File: src/dgpio_pkg.sv
package dgpio_pkg;

    // --------------------------------------------------------------
    // register byte addresses
    // --------------------------------------------------------------
    localparam logic [5:0] DGPIO_PH_VAL_OFF = 6'h00;
    localparam logic [5:0] DGPIO_PH_LAT_OFF = 6'h04;
    localparam logic [5:0] DGPIO_PH_DIR_OFF = 6'h08;
    localparam logic [5:0] DGPIO_SEG_HI_OFF = 6'h0c;
    localparam logic [5:0] DGPIO_PJ_VAL_OFF = 6'h10;
    localparam logic [5:0] DGPIO_PJ_LAT_OFF = 6'h14;
    localparam logic [5:0] DGPIO_PJ_DIR_OFF = 6'h18;
    localparam logic [5:0] DGPIO_SEG_MD_OFF = 6'h1c;
    localparam logic [5:0] DGPIO_PG_VAL_OFF = 6'h20;

    // --------------------------------------------------------------
    // field positions and reset values
    // --------------------------------------------------------------
    localparam int DGPIO_PULLUP_BIT = 5;
    localparam logic [7:0] DGPIO_DIR_RST = 8'hff;
    localparam logic [7:0] DGPIO_LAT_RST = 8'h00;
    localparam logic [7:0] DGPIO_SEG_RST = 8'h00;
    localparam logic DGPIO_PULLUP_RST = 1'b0;
    localparam logic [7:0] DGPIO_SEG_MD_MASK = 8'hfe;
    localparam logic [1:0] DGPIO_RESP_OKAY = 2'b00;
    localparam logic [1:0] DGPIO_RESP_SLVERR = 2'b10;

    // pin drive bundle of one 8-bit port
    typedef struct packed {
        logic [7:0] out;
        logic [7:0] oe;
    } dgpio_drive_t;

endpackage : dgpio_pkg

File: src/dgpio_port.sv
`timescale 1ns/10ps

module dgpio_port #(
    parameter int PORT_W = 8
) (
    input wire logic aclk,
    input wire logic aresetn,
    input wire logic ce,
    input wire logic [5:0] s_axi_awaddr,
    input wire logic s_axi_awvalid,
    output logic s_axi_awready,
    input wire logic [31:0] s_axi_wdata,
    input wire logic [3:0] s_axi_wstrb,
    input wire logic s_axi_wvalid,
    output logic s_axi_wready,
    output logic [1:0] s_axi_bresp,
    output logic s_axi_bvalid,
    input wire logic s_axi_bready,
    input wire logic [5:0] s_axi_araddr,
    input wire logic s_axi_arvalid,
    output logic s_axi_arready,
    output logic [31:0] s_axi_rdata,
    output logic [1:0] s_axi_rresp,
    output logic s_axi_rvalid,
    input wire logic s_axi_rready,
    input wire logic [7:0] ph_in,
    output dgpio_pkg::dgpio_drive_t ph_drv,
    input wire logic [7:0] pj_in,
    output dgpio_pkg::dgpio_drive_t pj_drv,
    output logic [7:0] pj_pullup_en,
    input wire logic [7:0] seg_wave_high,
    input wire logic [7:0] seg_wave_middle
);
    import dgpio_pkg::*;

    // ----------------------------------------------------------------
    // elaboration check
    // ----------------------------------------------------------------
    if (PORT_W != 8)
    begin : g_bad_width
        $error("dgpio_port supports only 8-bit ports");
    end

    // ----------------------------------------------------------------
    // functions
    // ----------------------------------------------------------------
    // segment 40+k vector into port h pin order
    function automatic logic [7:0] map_high(input logic [7:0] v);
        map_high = {v[3], v[2], v[1], v[0], v[4], v[5], v[6], v[7]};
    endfunction : map_high

    // segment 32+k vector into port j pin order, pin 0 has none
    function automatic logic [7:0] map_middle(input logic [7:0] v);
        map_middle = {v[4], v[5], v[6], v[7], v[3], v[2], v[1], 1'b0};
    endfunction : map_middle

    // pin mux: segment over port, direction 0 drives latch
    function automatic dgpio_drive_t pin_mux(input logic [7:0] lat,
        input logic [7:0] dir, input logic [7:0] sen,
        input logic [7:0] swv);
        dgpio_drive_t r;
        r.out = (sen & swv) | (~sen & lat);
        r.oe = sen | ~dir;
        return r;
    endfunction : pin_mux

    // ----------------------------------------------------------------
    // state
    // ----------------------------------------------------------------
    logic [7:0] ph_lat_q, ph_dir_q, seg_hi_q;
    logic [7:0] pj_lat_q, pj_dir_q, seg_md_q;
    logic pullup_ctl_q;
    logic [7:0] ph_s1_q, ph_s2_q, pj_s1_q, pj_s2_q;
    logic [7:0] seh_pin, sem_pin;
    dgpio_drive_t ph_drv_d, pj_drv_d;
    logic [7:0] pj_pull_d;
    logic aw_held_q, w_held_q;
    logic [5:0] aw_addr_q;
    logic [7:0] w_data_q;
    logic w_lane0_q;
    logic do_write, wr_hit;
    logic [31:0] rd_data_d;
    logic rd_hit;

    // ----------------------------------------------------------------
    // pin input synchronisers
    // ----------------------------------------------------------------
    always_ff @(posedge aclk)
    begin
        if (!aresetn)
        begin
            ph_s1_q <= 8'h00;
            ph_s2_q <= 8'h00;
            pj_s1_q <= 8'h00;
            pj_s2_q <= 8'h00;
        end
        else if (ce)
        begin
            ph_s1_q <= ph_in;
            ph_s2_q <= ph_s1_q;
            pj_s1_q <= pj_in;
            pj_s2_q <= pj_s1_q;
        end
    end

    // ----------------------------------------------------------------
    // axi4-lite write path
    // ----------------------------------------------------------------
    // readies low while frozen, so no handshake is lost
    assign s_axi_awready = ce && !aw_held_q && !s_axi_bvalid;
    assign s_axi_wready = ce && !w_held_q && !s_axi_bvalid;
    assign do_write = aw_held_q && w_held_q && !s_axi_bvalid;

    // address and data may arrive in either order
    always_ff @(posedge aclk)
    begin
        if (!aresetn)
        begin
            aw_held_q <= 1'b0;
            w_held_q <= 1'b0;
            aw_addr_q <= 6'h00;
            w_data_q <= 8'h00;
            w_lane0_q <= 1'b0;
        end
        else if (ce)
        begin
            if (s_axi_awvalid && s_axi_awready)
            begin
                aw_held_q <= 1'b1;
                aw_addr_q <= s_axi_awaddr;
            end
            else if (do_write)
            begin
                aw_held_q <= 1'b0;
            end
            if (s_axi_wvalid && s_axi_wready)
            begin
                w_held_q <= 1'b1;
                w_data_q <= s_axi_wdata[7:0];
                w_lane0_q <= s_axi_wstrb[0];
            end
            else if (do_write)
            begin
                w_held_q <= 1'b0;
            end
        end
    end

    // decode of the held write address
    always_comb
    begin
        unique case (aw_addr_q)
            DGPIO_PH_VAL_OFF, DGPIO_PH_LAT_OFF, DGPIO_PH_DIR_OFF,
            DGPIO_SEG_HI_OFF, DGPIO_PJ_VAL_OFF, DGPIO_PJ_LAT_OFF,
            DGPIO_PJ_DIR_OFF, DGPIO_SEG_MD_OFF,
            DGPIO_PG_VAL_OFF: wr_hit = 1'b1;
            default: wr_hit = 1'b0;
        endcase
    end

    // write response one cycle after both halves are held
    always_ff @(posedge aclk)
    begin
        if (!aresetn)
        begin
            s_axi_bvalid <= 1'b0;
            s_axi_bresp <= DGPIO_RESP_OKAY;
        end
        else if (ce)
        begin
            if (do_write)
            begin
                s_axi_bvalid <= 1'b1;
                s_axi_bresp <= wr_hit ? DGPIO_RESP_OKAY : DGPIO_RESP_SLVERR;
            end
            else if (s_axi_bready)
            begin
                s_axi_bvalid <= 1'b0;
            end
        end
    end

    // ----------------------------------------------------------------
    // control registers
    // ----------------------------------------------------------------
    // port h, port j and pull-up control registers
    always_ff @(posedge aclk)
    begin
        if (!aresetn)
        begin
            ph_lat_q <= DGPIO_LAT_RST;
            ph_dir_q <= DGPIO_DIR_RST;
            seg_hi_q <= DGPIO_SEG_RST;
            pj_lat_q <= DGPIO_LAT_RST;
            pj_dir_q <= DGPIO_DIR_RST;
            seg_md_q <= DGPIO_SEG_RST;
            pullup_ctl_q <= DGPIO_PULLUP_RST;
        end
        else if (ce && do_write && w_lane0_q)
        begin
            unique case (aw_addr_q)
                DGPIO_PH_VAL_OFF, DGPIO_PH_LAT_OFF: ph_lat_q <= w_data_q;
                DGPIO_PH_DIR_OFF: ph_dir_q <= w_data_q;
                DGPIO_SEG_HI_OFF: seg_hi_q <= w_data_q;
                DGPIO_PJ_VAL_OFF, DGPIO_PJ_LAT_OFF: pj_lat_q <= w_data_q;
                DGPIO_PJ_DIR_OFF: pj_dir_q <= w_data_q;
                DGPIO_SEG_MD_OFF:
                    seg_md_q <= w_data_q & DGPIO_SEG_MD_MASK;
                DGPIO_PG_VAL_OFF:
                    pullup_ctl_q <= w_data_q[DGPIO_PULLUP_BIT];
                default: ;
            endcase
        end
    end

    // ----------------------------------------------------------------
    // axi4-lite read path
    // ----------------------------------------------------------------
    assign s_axi_arready = ce && !s_axi_rvalid;

    always_comb
    begin
        rd_data_d = 32'h0000_0000;
        rd_hit = 1'b1;
        unique case (s_axi_araddr)
            DGPIO_PH_VAL_OFF: rd_data_d[7:0] = ph_s2_q;
            DGPIO_PH_LAT_OFF: rd_data_d[7:0] = ph_lat_q;
            DGPIO_PH_DIR_OFF: rd_data_d[7:0] = ph_dir_q;
            DGPIO_SEG_HI_OFF: rd_data_d[7:0] = seg_hi_q;
            DGPIO_PJ_VAL_OFF: rd_data_d[7:0] = pj_s2_q;
            DGPIO_PJ_LAT_OFF: rd_data_d[7:0] = pj_lat_q;
            DGPIO_PJ_DIR_OFF: rd_data_d[7:0] = pj_dir_q;
            DGPIO_SEG_MD_OFF: rd_data_d[7:0] = seg_md_q;
            DGPIO_PG_VAL_OFF: rd_data_d[DGPIO_PULLUP_BIT] = pullup_ctl_q;
            default: rd_hit = 1'b0;
        endcase
    end

    // read data one cycle after the address is taken
    always_ff @(posedge aclk)
    begin
        if (!aresetn)
        begin
            s_axi_rvalid <= 1'b0;
            s_axi_rdata <= 32'h0000_0000;
            s_axi_rresp <= DGPIO_RESP_OKAY;
        end
        else if (ce)
        begin
            if (s_axi_arvalid && s_axi_arready)
            begin
                s_axi_rvalid <= 1'b1;
                s_axi_rdata <= rd_data_d;
                s_axi_rresp <= rd_hit ? DGPIO_RESP_OKAY : DGPIO_RESP_SLVERR;
            end
            else if (s_axi_rready)
            begin
                s_axi_rvalid <= 1'b0;
            end
        end
    end

    // ----------------------------------------------------------------
    // pin muxing
    // ----------------------------------------------------------------
    // high and middle segment maps
    assign seh_pin = map_high(seg_hi_q);
    assign sem_pin = map_middle(seg_md_q);

    always_comb
    begin
        ph_drv_d = pin_mux(ph_lat_q, ph_dir_q, seh_pin,
            map_high(seg_wave_high));
        pj_drv_d = pin_mux(pj_lat_q, pj_dir_q, sem_pin,
            map_middle(seg_wave_middle));
        pj_pull_d = {8{pullup_ctl_q}} & ~pj_drv_d.oe;
    end

    // registered pin drivers
    always_ff @(posedge aclk)
    begin
        if (!aresetn)
        begin
            ph_drv <= '0;
            pj_drv <= '0;
            pj_pullup_en <= 8'h00;
        end
        else if (ce)
        begin
            ph_drv <= ph_drv_d;
            pj_drv <= pj_drv_d;
            pj_pullup_en <= pj_pull_d;
        end
    end

    // ----------------------------------------------------------------
    // assertions
    // ----------------------------------------------------------------
    AST_RESET_INPUTS: assert property (@(posedge aclk)
        !aresetn |=> pj_dir_q == 8'hff && pj_drv.oe == 8'h00)
        else $error("port j not input after reset");

    AST_RESET_PULLUP: assert property (@(posedge aclk)
        !aresetn |=> !pullup_ctl_q && pj_pullup_en == 8'h00)
        else $error("pull-ups on after reset");

    AST_SEGMENT_47_OUTPUT_PIN0: assert property (@(posedge aclk)
        disable iff (!aresetn)
        $past(ce) && $past(seg_hi_q[7]) |->
        ph_drv.oe[0] && ph_drv.out[0] == $past(seg_wave_high[7]))
        else $error("segment 47 not on port h pin 0");

    AST_SEG33_PIN1: assert property (@(posedge aclk)
        disable iff (!aresetn)
        $past(ce) && $past(seg_md_q[1]) |->
        pj_drv.oe[1] && pj_drv.out[1] == $past(seg_wave_middle[1]))
        else $error("segment 33 not on port j pin 1");

    AST_SEG_IGNORES_DIR: assert property (@(posedge aclk)
        disable iff (!aresetn)
        $past(ce) |-> (ph_drv.oe & $past(seh_pin)) == $past(seh_pin))
        else $error("segment pin not driven");

    AST_LATCH_DRIVE: assert property (@(posedge aclk)
        disable iff (!aresetn)
        $past(ce) |-> ((ph_drv.out ^ $past(ph_lat_q))
        & $past(~ph_dir_q & ~seh_pin)) == 8'h00)
        else $error("output pin not from latch");

    AST_INPUT_FLOATS: assert property (@(posedge aclk)
        disable iff (!aresetn)
        $past(ce) |-> (pj_drv.oe & $past(pj_dir_q & ~sem_pin)) == 8'h00)
        else $error("input pin driven");

    AST_PULLUP_GATE: assert property (@(posedge aclk)
        disable iff (!aresetn)
        $past(ce) |-> pj_pullup_en ==
        ({8{$past(pullup_ctl_q)}} & $past(pj_dir_q & ~sem_pin)))
        else $error("pull-up gating wrong");

    AST_VAL_WRITE_LATCH: assert property (@(posedge aclk)
        disable iff (!aresetn)
        ce && do_write && w_lane0_q && aw_addr_q == DGPIO_PJ_VAL_OFF
        |=> pj_lat_q == $past(w_data_q))
        else $error("pin value write missed latch");

    AST_BRESP_NEXT: assert property (@(posedge aclk)
        disable iff (!aresetn)
        ce && do_write |=> s_axi_bvalid)
        else $error("write response late");

    COV_SEG_H: cover property (@(posedge aclk) disable iff (!aresetn)
        ce && seg_hi_q != 8'h00 ##1 ph_drv.oe != 8'h00);
    COV_PULLUP: cover property (@(posedge aclk) disable iff (!aresetn)
        pj_pullup_en != 8'h00);
    COV_READ: cover property (@(posedge aclk) disable iff (!aresetn)
        s_axi_rvalid && s_axi_rready);

endmodule : dgpio_port

File: config.mk
export PLATFORM = sky130hd
export DESIGN_NAME = dgpio_port
export DESIGN_NICKNAME = d
export VERILOG_FILES = /design/src/dgpio_pkg.sv /design/src/dgpio_port.sv
export SDC_FILE = /design/constraint.sdc
export NUM_CORES = 1
export LEC_CHECK = 0
export BUFFER_PORTS_ARGS = -buffer_cell sky130_fd_sc_hd__buf_2
export CAP_MARGIN = 20
export CORE_ASPECT_RATIO = 1.1
export CORE_MARGIN = 5
export CORE_UTILIZATION = 44
export CTS_BUF_LIST = sky130_fd_sc_hd__clkbuf_16
export CTS_CLUSTER_DIAMETER = 40
export DETAILED_ROUTE_END_ITERATION = 6
export HOLD_SLACK_MARGIN = 0.15
export PLACE_DENSITY = 0.81
export SLEW_MARGIN = 25
export SYNTH_ARGS = -nofsm -noshare
export SYNTH_HDL_FRONTEND = slang
export SYNTH_SLANG_ARGS = --single-unit
File: constraint.sdc
create_clock -name aclk -period 2.75 [get_ports aclk]
set_clock_uncertainty 0.15 [all_clocks]
set_input_delay 0.55 -clock aclk [delete_from_list [all_inputs] [get_ports aclk]]
set_output_delay 0.55 -clock aclk [all_outputs]
set_load 0.005 [all_outputs]
After elaboration in Yosys (flattened, before gate mapping)
Index checks and enable logic that the tools add are counted.
{"block": "word_totals", "latchBits": 0, "regBits": 151, "mem_count": 0, "rom_bits": 0, "wordCells": 111, "out_inout_bits": 81, "ramBits": 0, "input_bits": 88}
{"block": "classes", "magnitude_cmp": 0, "n_eq_ne": 16, "mul": 0, "reduce_logical": 41, "bitwise": 14, "div": 0, "muxes": 14, "addsub": 0, "shifts": 0}
{"op": "6-bit by 5-bit == test with 1-bit output (second input constant)", "n": 8}
{"op": "8-bit bitwise AND", "n": 5}
{"op": "8-bit inverter", "n": 5}
{"op": "5-bit case mux with 8 select lines", "n": 1}
{"op": "8-bit OR", "n": 4}
{"op": "2-bit AND reduction", "n": 15}
{"op": "6-bit by 4-bit == test with 1-bit output (second input constant)", "n": 4}
{"op": "9-bit OR reduction", "n": 2}
{"op": "2-bit case mux with 8 select lines", "n": 1}
{"op": "6-bit by 3-bit == test with 1-bit output (second input constant)", "n": 2}
{"op": "6-bit == test (second input constant)", "n": 2}
{"op": "1-bit logical AND", "n": 12}
{"op": "6-bit logical NOT", "n": 2}
{"op": "1-bit two-way mux", "n": 9}
{"op": "1-bit case mux with 9 select lines", "n": 1}
{"op": "2-bit nonzero test", "n": 4}
{"op": "1-bit logical NOT", "n": 4}
{"op": "2-bit two-way mux", "n": 2}
{"op": "2-bit OR reduction", "n": 2}

Longest topological paths before layout
{"block": "logic_depth", "depth_word": 6, "ltp_mapped": 7, "ltp_nobuf": 4}

Worst setup path before layout
No wires, ideal clock.
{"block": "synth_path", "path_kind": "input-to-reg", "start": "input port ce", "end": "register ph_dir_q[1]", "required_ps": 2479, "n_path_buf": 3, "stages": 7, "slack_ps": 781, "arrival_ps": 1698, "setup_ps": 121, "cell_sequence": "buf_4 > and4b_1 > buf_4 > nand3_4 > or3b_1 > buf_6 > mux2i_1"}
{"block": "synth_between", "elab_chain_len": 3}
{"element": "from (decl)", "line_no": "dgpio_port.sv:8", "rtl": "input wire logic ce,"}
{"element": "1-bit logical AND (2 in series)", "line_no": "dgpio_port.sv:199", "rtl": "else if (ce && do_write && w_lane0_q)"}
{"element": "2-bit AND reduction (no line)"}
{"element": "to (signal assigned)", "line_no": "dgpio_port.sv:203", "rtl": "DGPIO_PH_DIR_OFF: ph_dir_q <= w_data_q;"}
{"element": "to (decl)", "line_no": "dgpio_port.sv:70", "rtl": "logic [7:0] ph_lat_q, ph_dir_q, seg_hi_q;"}
No other way between the ends.
A chain may end at the register's enable or synchronous reset.

Final worst setup path
{"block": "layout_path", "start": "input port ce", "end": "output port s_axi_arready"}
{"block": "layout_between", "elab_chain_len": 1}
{"element": "1-bit logical AND", "line_no": "dgpio_port.sv:219", "rtl": "assign s_axi_arready = ce && !s_axi_rvalid;"}
{"element": "to (decl)", "line_no": "dgpio_port.sv:21", "rtl": "output logic s_axi_arready,"}
No other way between the ends.

==> flow_summary.yaml <==
status:
  outcome: "complete, no violations"
timing:
  rsz0062_at_grt: "no"
  slew_headroom_pct: 56.1
  setup_violations: 0
  tns_ns: 0
  period_needed_ns: 2.05
  worstMarginPinSlew_ns: 0.658
  hold_viol_final: 0
  period_share_pct: 74.6
  fmax_ghz: 0.487
  slew_viol_final: 0
placed_design:
  place_congestion: 0.826
  port_buffers: 114
  dp_hpwl_um: 11200
clock_network:
  postCtsHoldBufs: 0
  path_clk_slew_ns: 0.05
  cts_buffers: 17
  cts_setup_buffers: 0
  htreeDepth: 4
  cts_tree: "built"
  clock_latency_ns: 0.42
  cts_root_buf: "clkbuf_16"
  clockBufferDepth: 2
  postCtsResizedCells: 0
  cts_sinks: 149
grt:
  grt.total_usage_pct: 19.3
  grt_pass1_wl_um: 24600
  grt_max_degree: 62
  grt_overflow: 0
  antenna_found_initial: 0
  grt_pass1_vias: 4625
critical_path:
  critical_path_peak_fanout: 17
  cp.required_ns: 2.05
  crit_path_frequent_cell: "buf_4"
  cpMaxStageDelayCell: "nor2b_1"
  cp_slowest_stage_delay_ns: 0.32
  cp-start-kind: "input port"
  cp_cell_sequence: "buf_4 > buf_4 > nor2b_1 > buf_2"
  cp-end-kind: "primary output"
  critPathKind: "in -> out"
  worstPathArrival_ns: 1.35
detailed_routing:
  viasPerCell: 5.25
  routed_wl_um: 15900
  vias: 5017
  drc: 0
  drt-pass1-iter-count: 6
  drt_iter0_drc: 513
  wl_per_cell_um: 16.7
  drt.antenna.violating_nets: 0
finish:
  fillerInstances: 1223
  layout_commonest_cell: "dfxtp_1"
  final_util_pct: 53.2
  final_cell_mix: "149 x dfxtp_1, 113 x buf_2, 100 x nor2_1"
  seqCellArea_um2: 2980
  antenna_cells: 0
  multi_input_area_um2: 2880
  final_nets: 844
  drive_above_1_share_pct: 22.2
  syn2layout_area_growth_pct: 18.4
power_and_ir_drop:
  p_leak_nw: 3.11
  power_density_nw_per_um2: 639
  ir_worst_vdd_mv: 0.490
  finalPower_w: 0.00469
logic_synthesis:
  yosys_warnings: 0
  ys_seq_area_share_pct: 48.1
  ys_ff_latch: 149
  postSynthAreaPerCell_um2: 9.47
  syn_area_um2: 6200
  synth_cells: 655
  ys_types: 39
floorplanning:
  die-area_um2: 16600
  dieHeight_um: 135
  pin_count: 169
  core_area_um2: 13800
  die_w_um: 123
  rows: 45
  start_util_pct: 45.0
run:
  maxCapViolCount: 0
worst_hold_path:
  hp-class: "in -> reg"
-- per-layer routing --
metal  vias to the layer above  track usage (%)  wire length (µm)
li1                       2428                -                 -
met5                         -                0                 0
met3                        35             5.82              1170
met2                       213             30.7              7720
met4                         0             6.83               424
met1                      2341             24.8              6610
-- stage by stage --
stage | setup slack [ns] | instances | hold slack (ns) | cell area (µm²)
detailed placement | 0.505 | 925 | 0.292 | 6820
finish | 0.698 | 955 | 0.213 | 7340
global route | 0.572 | 955 | 0.209 | 7340
floorplan | 0.781 | 680 | 0.290 | 6290
CTS | 0.688 | 955 | 0.203 | 7340
global placement | 0.512 | 925 | 0.286 | 6820
-- critical path: cells and delay by family --
family                 cells  cell delay (ns)
and+or+nand+nor            1             0.32
buffers and inverters      3             0.47
-- cells in the mapped netlist, drive strengths merged --
cell,number,area share [%]
dfxtp,149,48
nor2,100,6.1
mux2i,88,14
nand2,52,3.1
buf,39,4.3
o21ai,39,3.1
clkbuf,28,1.7
a21oi,27,2.2
nand3,26,2.3
a211oi,16,1.9
inv,16,0.97
mux4,13,4.7
nor3b,10,1.3
a311oi,8,1.1
a31oi,8,0.81
nor3,7,0.75
nand4,6,0.71
nor2b,5,0.50
and2,3,0.30
nand2b,2,0.20
o211ai,2,0.24
or3b,2,0.28
a22oi,1,0.12
and3,1,0.10
and4b,1,0.16
conb,1,0.060
nand3b,1,0.12
nor4,1,0.10
o221ai,1,0.14
o22ai,1,0.10
o31a,1,0.14
-- area by class of cell --
cell class	count	share of cell area, %
clock inverter	13	1.31
inverter	16	0.818
multi-input combinational	448	39.2
tap	188	3.20
clock buffer	17	5.79
sequential	149	40.6
timing repair buffer	124	9.00
-- power by group --
group	switching [W]	total (W)	internal [W]	leakage, nW
sequential	0.0000416	0.00226	0.00222	1.21
combinational	0.000200	0.000348	0.000148	1.64
clock	0.000871	0.00208	0.00121	0.256
-- final timing paths --
check,start,endpoint,slack [ns],depth (start not counted)
hold / removal,s_axi_awaddr[0],aw_addr_q[0],0.21,3
setup / recovery,ce,s_axi_arready,0.70,4
setup reg to reg,aw_held_q,ph_dir_q[3],0.71,4
hold reg to reg,s_axi_rdata[1],s_axi_rdata[1],0.31,2
-- kinds of logic (layout without fill, tap and decap cells) --
group | Yosys count | after routing | share of synthesized area [%]
and+or+nand+nor | 217 | 217 | 16.0
buffers and inverters | 83 | 170 | 6.94
AOI/OAI and AO/OA | 104 | 104 | 9.95
other | 1 | 26 | 0.0605
DFF | 149 | 149 | 48.1
muxes | 101 | 101 | 18.9
-- flip-flops by register name, indices dropped and copies added, names as in the netlist, 8 cells and up --
name,flops
pj_s2_q,8
pj_pullup_en,8
ph_drv,16
ph_lat_q,8
ph_dir_q,8
pj_dir_q,8
w_data_q,8
pj_s1_q,8
s_axi_rdata,8
ph_s1_q,8
seg_hi_q,8
pj_drv,16
ph_s2_q,8
pj_lat_q,8
(Power assumes the default switching activity.)
